<file path="src/verilog/dbg_gate_pkg.sv">
/*
 * Constants for the debug command gate and runtime counter.
 * Assumes a single 50 MHz system clock and a command framer on that clock.
 */
package dbg_gate_pkg;

	// ****************************************
	// command codes
	// ****************************************
	localparam logic [7:0]  CMD_RD_REV     = 8'h00;
	localparam logic [7:0]  CMD_RSVD       = 8'h01;
	localparam logic [7:0]  CMD_RD_STATUS  = 8'h02;
	localparam logic [7:0]  CMD_RD_RUNTIME = 8'h03;
	localparam logic [7:0]  CMD_WR_CTL     = 8'h04;
	localparam logic [7:0]  CMD_RD_CTL     = 8'h05;
	localparam logic [7:0]  CMD_WR_PC      = 8'h06;
	localparam logic [7:0]  CMD_RD_PC      = 8'h07;
	localparam logic [7:0]  CMD_WR_REG     = 8'h08;
	localparam logic [7:0]  CMD_RD_REG     = 8'h09;

	// ****************************************
	// field layout
	// ****************************************
	localparam int          CTL_DBG_MODE_BIT = 7;
	localparam int          STAT_DBG_MODE_BIT = 7;
	localparam int          STAT_RP_BIT      = 5;
	localparam logic [7:0]  CTL_RESET        = 8'h00;
	localparam logic [15:0] CNT_RESET        = 16'h0000;
	localparam logic [15:0] CNT_MAX          = 16'hffff;

	// ****************************************
	// flash control targets and mass erase
	// ****************************************
	localparam logic [11:0] FLASH_REG_FIRST  = 12'hff8;
	localparam logic [11:0] FLASH_REG_LAST   = 12'hfff;
	localparam logic [11:0] FLASH_CTL_ADDR   = 12'hff8;
	localparam logic [7:0]  FLASH_MASS_ERASE = 8'h63;

	// arbitrary revision value
	localparam logic [15:0] DBG_REVISION     = 16'h0100;

endpackage

</file>
<file path="src/verilog/debug_command_gate_runtime_counter.sv">
/*
 * Debug command decoder, acceptance gate and 16-bit runtime counter.
 * Assumes a serial framer on the same clock hands over one decoded command
 * per i_cmd_valid pulse, and that the core presents register and PC read
 * data combinationally for the address on i_cmd_addr.
 */
`timescale 1ns/1ps

module debug_command_gate_runtime_counter
	import dbg_gate_pkg::*;
(
	// clock and reset
	input  wire logic        i_sys_clk,
	input  wire logic        i_rst_n,
	// command from framer
	input  wire logic        i_cmd_valid,
	input  wire logic [7:0]  i_cmd_code,
	input  wire logic [11:0] i_cmd_addr,
	input  wire logic [15:0] i_cmd_data,
	// core side
	input  wire logic        i_read_protect_option,
	input  wire logic        i_watchpoint_hit,
	input  wire logic        i_breakpoint_hit,
	input  wire logic [15:0] i_pc_value,
	input  wire logic [7:0]  i_reg_rd_data,
	// response
	output logic             o_resp_valid,
	output logic [15:0]      o_resp_data,
	output logic             o_cmd_rejected,
	// core control
	output logic             o_debug_mode_flag,
	output logic [7:0]       o_debug_ctl,
	output logic             o_pc_wr_stb,
	output logic [15:0]      o_pc_wr_data,
	output logic             o_reg_wr_stb,
	output logic             o_reg_rd_stb,
	output logic [11:0]      o_reg_addr,
	output logic [7:0]       o_reg_wr_data
);

	// ****************************************
	// state
	// ****************************************
	typedef struct packed {
		logic [7:0]  ctl;
		logic [15:0] cnt;
		logic        resp_valid;
		logic [15:0] resp_data;
		logic        rejected;
		logic        pc_wr_stb;
		logic [15:0] pc_wr_data;
		logic        reg_wr_stb;
		logic        reg_rd_stb;
		logic [11:0] reg_addr;
		logic [7:0]  reg_wr_data;
	} state_t;

	state_t st_reg;
	state_t st_next;

	// ****************************************
	// gate helpers
	// ****************************************
	// read protect comes from the option block on this clock, no sync
	logic       dbg;
	logic       rp;
	logic       accept;
	logic       flash_tgt;
	logic       prot_wr_ok;
	logic       cnt_restart;
	logic       cnt_run;
	logic [7:0] status;

	assign dbg = st_reg.ctl[CTL_DBG_MODE_BIT];
	assign rp  = i_read_protect_option;

	// ****************************************
	// next state
	// ****************************************
	always_comb begin
		st_next = st_reg;
		st_next.resp_valid = 1'b0;
		st_next.rejected   = 1'b0;
		st_next.pc_wr_stb  = 1'b0;
		st_next.reg_wr_stb = 1'b0;
		st_next.reg_rd_stb = 1'b0;
		flash_tgt = (i_cmd_addr >= FLASH_REG_FIRST) && (i_cmd_addr <= FLASH_REG_LAST);
		status = 8'h00;
		status[STAT_DBG_MODE_BIT] = dbg;
		status[STAT_RP_BIT] = rp;
		prot_wr_ok = flash_tgt &&
			((i_cmd_addr != FLASH_CTL_ADDR) || (i_cmd_data[7:0] == FLASH_MASS_ERASE));

		// ****************************************
		// acceptance gate
		// ****************************************
		// acceptance gate
		case (i_cmd_code)
			CMD_RD_REV, CMD_RD_STATUS: accept = 1'b1;
			CMD_WR_CTL, CMD_RD_CTL:    accept = 1'b1;
			CMD_RD_RUNTIME:            accept = dbg;
			CMD_WR_PC, CMD_RD_PC:      accept = dbg && !rp;
			CMD_RD_REG:                accept = dbg && !rp;
			CMD_WR_REG:                accept = dbg && (!rp || prot_wr_ok);
			default:                   accept = 1'b0;
		endcase

		// ****************************************
		// command execution
		// ****************************************
		// decode and execute
		if (i_cmd_valid && accept) begin
			st_next.resp_valid = 1'b1;
			st_next.resp_data  = 16'h0000;
			case (i_cmd_code)
				CMD_RD_REV:     st_next.resp_data = DBG_REVISION;
				CMD_RD_STATUS:  st_next.resp_data = {8'h00, status};
				CMD_RD_RUNTIME: st_next.resp_data = st_reg.cnt;
				CMD_WR_CTL: begin
					st_next.ctl = i_cmd_data[7:0];
					if (rp && dbg)
						st_next.ctl[CTL_DBG_MODE_BIT] = 1'b1;
				end
				CMD_RD_CTL:     st_next.resp_data = {8'h00, st_reg.ctl};
				CMD_WR_PC: begin
					st_next.pc_wr_stb  = 1'b1;
					st_next.pc_wr_data = i_cmd_data;
				end
				CMD_RD_PC:      st_next.resp_data = i_pc_value;
				CMD_WR_REG: begin
					st_next.reg_wr_stb  = 1'b1;
					st_next.reg_addr    = i_cmd_addr;
					st_next.reg_wr_data = i_cmd_data[7:0];
				end
				CMD_RD_REG: begin
					st_next.reg_rd_stb = 1'b1;
					st_next.reg_addr   = i_cmd_addr;
					st_next.resp_data  = {8'h00, i_reg_rd_data};
				end
				default: st_next.resp_data = 16'h0000;
			endcase
		end else if (i_cmd_valid) begin
			st_next.rejected = 1'b1;
		end

		// ****************************************
		// debug entry
		// ****************************************
		// after the control write, so a same-cycle hit wins
		// watchpoint or breakpoint enters debug
		if (i_watchpoint_hit || i_breakpoint_hit)
			st_next.ctl[CTL_DBG_MODE_BIT] = 1'b1;

		// ****************************************
		// runtime counter
		// ****************************************
		// exit cycle reloads zero, first count one edge later
		// restart on exit
		cnt_restart = dbg && !st_next.ctl[CTL_DBG_MODE_BIT];
		cnt_run     = !dbg && (st_reg.cnt != CNT_MAX);
		if (cnt_restart)
			st_next.cnt = CNT_RESET;
		else if (cnt_run)
			st_next.cnt = st_reg.cnt + 16'h0001;
	end

	// ****************************************
	// registers
	// ****************************************
	always_ff @(posedge i_sys_clk or negedge i_rst_n) begin
		if (!i_rst_n) begin
			st_reg <= '0;
			st_reg.ctl <= CTL_RESET;
			st_reg.cnt <= CNT_RESET;
		end else begin
			st_reg <= st_next;
		end
	end

	// ****************************************
	// outputs
	// ****************************************
	assign o_resp_valid      = st_reg.resp_valid;
	assign o_resp_data       = st_reg.resp_data;
	assign o_cmd_rejected    = st_reg.rejected;
	assign o_debug_mode_flag = st_reg.ctl[CTL_DBG_MODE_BIT];
	assign o_debug_ctl       = st_reg.ctl;
	assign o_pc_wr_stb       = st_reg.pc_wr_stb;
	assign o_pc_wr_data      = st_reg.pc_wr_data;
	assign o_reg_wr_stb      = st_reg.reg_wr_stb;
	assign o_reg_rd_stb      = st_reg.reg_rd_stb;
	assign o_reg_addr        = st_reg.reg_addr;
	assign o_reg_wr_data     = st_reg.reg_wr_data;

endmodule
</file>
<file path="config.mk">
export PLATFORM = sky130hd
export DESIGN_NAME = debug_command_gate_runtime_counter
export DESIGN_NICKNAME = d
export VERILOG_FILES = /design/src/verilog/dbg_gate_pkg.sv /design/src/verilog/debug_command_gate_runtime_counter.sv
export SDC_FILE = /design/constraint.sdc
export NUM_CORES = 1
export LEC_CHECK = 0
export ABC_AREA = 1
export BUFFER_PORTS_ARGS = -buffer_cell sky130_fd_sc_hd__clkbuf_2
export CAP_MARGIN = 20
export CORE_MARGIN = 5
export CORE_UTILIZATION = 50
export CTS_CLUSTER_DIAMETER = 200
export DETAILED_ROUTE_END_ITERATION = 8
export GPL_ROUTABILITY_DRIVEN = 0
export HOLD_SLACK_MARGIN = 0.15
export PLACE_DENSITY = 0.78
export SETUP_SLACK_MARGIN = 0.3
export SYNTH_ARGS = -nofsm -noshare
export SYNTH_HDL_FRONTEND = slang
export SYNTH_SLANG_ARGS = --single-unit
</file>
<file path="constraint.sdc">
create_clock -name i_sys_clk -period 4.5 [get_ports i_sys_clk]
set_input_delay 0.45 -clock i_sys_clk [delete_from_list [all_inputs] [get_ports i_sys_clk]]
set_output_delay 0.45 -clock i_sys_clk [all_outputs]
set_load 0.02 [all_outputs]
</file>
Word level (Yosys, flattened, before mapping)
Index checks and enable logic that the tools add are counted.
Widths: inputs -> output; s select.
Cells by class
  muxes and demuxes: 17
  add/sub/neg operators: 1
  $lt $le $gt $ge: 2
  shift operators: 0
  divide/modulo/power cells: 0
  reductions and logical operators: 23
  $mul: 0
  equal/unequal tests: 11
  bitwise gates (word level): 0
Operators with widths (count)
  $pmux 16 s6: 1
  $mux 39: 1
  $mux 17: 2
  $eq 8x3->1 const B: 4
  $mux 16: 2
  $mux 8: 3
  $add 16x1->16 const B: 1
  $eq 8x2->1 const B: 2
  $eq 8x4->1 const B: 2
  $ne 16x16->1 const B: 1
  $ge 12x12->1 const B: 1
  $le 12x12->1 const B: 1
  $mux 12: 1
  $ne 12x12->1 const B: 1
  $eq 8x7->1 const B: 1
  $logic_and 1x1->1: 8
  $logic_not 8->1: 1
  $reduce_and 2->1: 4
  $mux 1: 6
  $pmux 1 s4: 1
  $reduce_or 4->1: 1
  $logic_not 1->1: 3
  $logic_or 1x1->1: 3
  $reduce_or 3->1: 1
  other kinds (2): 2
Word-level totals
  memory bits (read-only): 0
  logic and storage cells: 66
  input port bits: 66
  memory bits (writable): 0
  bits in registers: 81
  output and inout port bits: 66
  memories kept: 0
  bits in latches: 0

Longest topological paths before layout
  depth in word-level cells: 12
  gate-level depth with buffers: 17

Least setup slack after synthesis
OpenSTA, ideal clock, no wires.
  path type: in2reg
  start: in i_cmd_code[6]
  end: reg st_reg, in the netlist o_reg_wr_data[7]
  stages: 14
  setup slack: 2477 ps
  setup time: 126 ps
  arrival time: 1897 ps
  required time: 4374 ps
  cell sequence: inv_2 nand2_2 nor2_8 inv_2 nor3_2 nand2_2 nand3_2 nand2_2 nand2_2 nand2_2 buf_6 nor3_4 buf_6 o21ai_0
Between the ends
  longest elaborated chain between the ends: 5
  elaborated cells on any way between the ends: 14
  those cells by class: eq/ne (8); mux (1); reduce/logical (5)
RTL lines
  start, declared: RTL line debug_command_gate_runtime_counter.sv:17  | input wire logic [7:0] i_cmd_code,
  $eq 8x3->1 (tied with other cells): RTL line debug_command_gate_runtime_counter.sv:98  | case (i_cmd_code)
  $reduce_or 4->1 (no source line) / $reduce_or 3->1 (equally long branches)
  $pmux 1 s4: RTL line debug_command_gate_runtime_counter.sv:98
  $logic_and 1x1->1: RTL line debug_command_gate_runtime_counter.sv:112  | if (i_cmd_valid && accept) begin
  $reduce_and 2->1 (no source line) (*)
  end signal, assigned: RTL line debug_command_gate_runtime_counter.sv:176  | st_reg <= st_next;
  end, declared: RTL line debug_command_gate_runtime_counter.sv:58  | state_t st_reg;
Mark *: on every way between the ends. The rest lies on a longest branch, timed or not.
A chain may end at the register's enable or synchronous reset.

Worst setup path after layout
  start: in i_cmd_code[6]
  end: reg st_reg, in the netlist o_pc_wr_data[12]
Between the ends
  longest elaborated chain between the ends: 5
  elaborated cells on any way between the ends: 14
  those cells by class: eq/ne (8); mux (1); reduce/logical (5)
RTL lines (RTL line)
  $eq 8x3->1 (tied with other cells): debug_command_gate_runtime_counter.sv:98
  $reduce_or 4->1 (no source line) / $reduce_or 3->1 (equally long branches)
  $pmux 1 s4: debug_command_gate_runtime_counter.sv:98
  $logic_and 1x1->1: debug_command_gate_runtime_counter.sv:112
  $reduce_and 2->1 (no source line) (*)
Marks and branches as above.

==> impl_metrics.json <==
{
  "slew_headroom_pct": 56.5,
  "synth_edf_count": 0,
  "peakVddDrop_v": 0.000212,
  "wl_mm": 10.8,
  "synth_area_leader_cell": "dfrtp_1",
  "cts_tree": "done",
  "syn_area_per_cell_um2": 7.76,
  "min_period_ns": 2.69,
  "tightest_slew_ns": 0.649,
  "hold_path_end": "o_pc_wr_data[8]",
  "cts_buffers": 9,
  "drc": 0,
  "vias": 3819,
  "fmax_mhz": 372,
  "fin_cells": 759,
  "worstSkewPairLatency_ns": 0.35,
  "syn_to_final_growth_pct": 10.7,
  "reg2reg_from": "st_reg[57]",
  "critPathArrivalTime_ns": 2.98,
  "htreeDepth": 3,
  "hold_path.class": "input port to register",
  "cts.reportedPaths.clkPinSlew_ns": 0.09,
  "hp-start": "i_cmd_data[8]",
  "yosysTopAreaCellShare_pct": 45.2,
  "die_area_um2": 11000,
  "synth_most_common_cell": "nand2_1",
  "grt_max_degree": 82,
  "synth_nets": 645,
  "critPathKind": "input port to register",
  "final_max_slew_viol_count": 0,
  "ys.flop_type": "dfrtp_1",
  "track_usage_pct": 19.6,
  "setup_viol": 0,
  "grt-ovfl-total": 0,
  "portBuffers": 131,
  "r2r-end": "st_reg[65]",
  "initial_core_util_pct": 51.4,
  "grt_setup_unrepaired": "no",
  "rows": 34,
  "yosys_warnings": 0,
  "die_h_um": 105,
  "reg2reg_slack_ns": 2.03,
  "ys_types": 37,
  "dpl.hpwl_mm": 8.11,
  "ant_nets": 0,
  "worstRegToRegCells": 14,
  "num_antenna_cells": 0,
  "grt_first_pass_wirelength_mm": 17.8,
  "syn_area_um2": 4480,
  "cp-startpoint": "i_cmd_code[6]",
  "grt_pass1_vias": 3676,
  "drive_above_1_share_pct": 26.7,
  "worstSetupEndpointType": "register",
  "ios": 132,
  "outcome": "completed",
  "cts_root_buffer": "clkbuf_8",
  "nets": 713,
  "finalClockSkew_ns": 0.0119,
  "finalHoldViolCount": 0,
  "first_pass_iters": 6,
  "first_iter_violations": 249,
  "cts_setup_buffers": 0,
  "hold_depth": 3,
  "cts_resized": 0,
  "finalSetupTns_ns": 0,
  "cts_num_sinks": 81,
  "cp-start-kind": "input port",
  "leakagePower_uw": 0.00286,
  "grt_antenna_before_repair": 0,
  "p_per_area_nw_per_um2": 271,
  "ys_seq_area_share_pct": 45.2,
  "ys_ff_latch": 81,
  "critical_path_required_ns": 4.79,
  "via_per_inst": 5.03,
  "die_x_um": 105,
  "async_flop_share_pct": 100,
  "yosys-top-cells-area": "dfrtp_1 45%, nand2_1 14%, buf_4 10%",
  "clockBufferDepth": 2,
  "post-route-period-util_pct": 59.7,
  "maxCapViolations": 0,
  "crit_fanout": 30,
  "routedWlPerCell_um": 14.2,
  "synth_common_cells": "166 x nand2_1, 81 x dfrtp_1, 75 x inv_1",
  "dp_cells": 741,
  "fp.coreArea_um2": 8720,
  "syn_inst": 578
}
==> what timing repair did <==
action / 4_1_cts / 5_1_grt
endpoints found under the setup margin: 0 / 0
hold buffers: 0 / 1
endpoints found under the hold margin: 0 / 29
==> area by class of cell <==
| type | count | area [um^2] |
|---|---|---|
| Clock buffer | 10 | 138 |
| Clock inverter | 6 | 50.0 |
| Fill cell | 835 | 3760 |
| Inverter | 82 | 308 |
| Multi-Input combinational cell | 338 | 1600 |
| Sequential cell | 81 | 2030 |
| Tap cell | 108 | 135 |
| Timing Repair Buffer | 134 | 703 |
==> kinds of logic after synthesis <==
| family | after synthesis | synth area share, % |
|---|---|---|
| AO/OA/AOI/OAI | 63 | 8.01 |
| adder cells (fa/ha/maj) | 1 | 0.279 |
| buffers and inverters | 159 | 19.0 |
| flip-flops | 81 | 45.2 |
| AND/OR/NAND/NOR | 274 | 27.5 |
==> worst max-delay path by stage <==
stage / end / slack (ns) / depth (start not counted)
global placement: o_pc_wr_data[11] / 1.56 / 12
CTS: o_pc_wr_data[12] / 1.83 / 15
finish: o_pc_wr_data[12] / 1.81 / 15
global route: o_pc_wr_data[9] / 1.58 / 12
floorplan: o_reg_wr_data[7] / 2.48 / 14
detailed placement: o_pc_wr_data[12] / 1.45 / 12
==> cells in the final DEF, fill, tap and decap left out, types with 2 or more instances in the layout <==
cell type,count
nand2_2,6
nand4_1,5
nor3_1,8
clkinvlp_4,2
o22ai_1,7
inv_1,75
nand2_1,166
inv_6,2
nand3_2,2
clkinv_4,2
a21oi_1,2
clkbuf_8,10
dfrtp_1,81
buf_4,2
o21ai_0,31
nand4_2,2
a211oi_1,6
nor3_2,2
inv_2,7
o21ai_1,11
nand3_1,42
nor4_1,4
clkbuf_2,130
nor2_1,29
==> worst max-delay path: stages <==
cell	delay, ns
clkbuf_2	0.09
inv_2	0.04
nand2_2	0.08
nor2_8	0.20
inv_2	0.08
nor3_2	0.15
nand2_2	0.24
nand3_2	0.15
nand2_2	0.07
nand2_2	0.08
nand2_2	0.32
or2_1	0.59
inv_2	0.29
nand2_1	0.08
nand2_1	0.07
==> layer usage <==
layer  vias to the layer above  wire length, um  track usage, %
li1                       1892                -               -
met1                      1770             4740            26.6
met2                       148             5160            31.9
met3                         9              820            6.23
met4                         0               75            2.83
met5                         -                0               0
==> through the flow <==
step           worst slack (ns)  util, %  area (um^2)  total power [uW]  hold slack [ns]
2_1_floorplan              2.48        -         4480               801            0.154
6_report                   1.81     56.9         4960              1350            0.290
3_3_place_gp               1.56     54.3         4740               856            0.456
3_5_place_dp               1.45     54.3         4740               858            0.464
5_1_grt                    1.58     56.9         4960              1410            0.277
4_1_cts                    1.83     56.5         4930              1360            0.272
==> power by group <==
group	internal (uW)	total (uW)	switching, uW
clock	221	499	278
sequential	735	744	8.43
combinational	39.5	104	64.9
No activity file was read; power rests on OpenSTA's default activity.
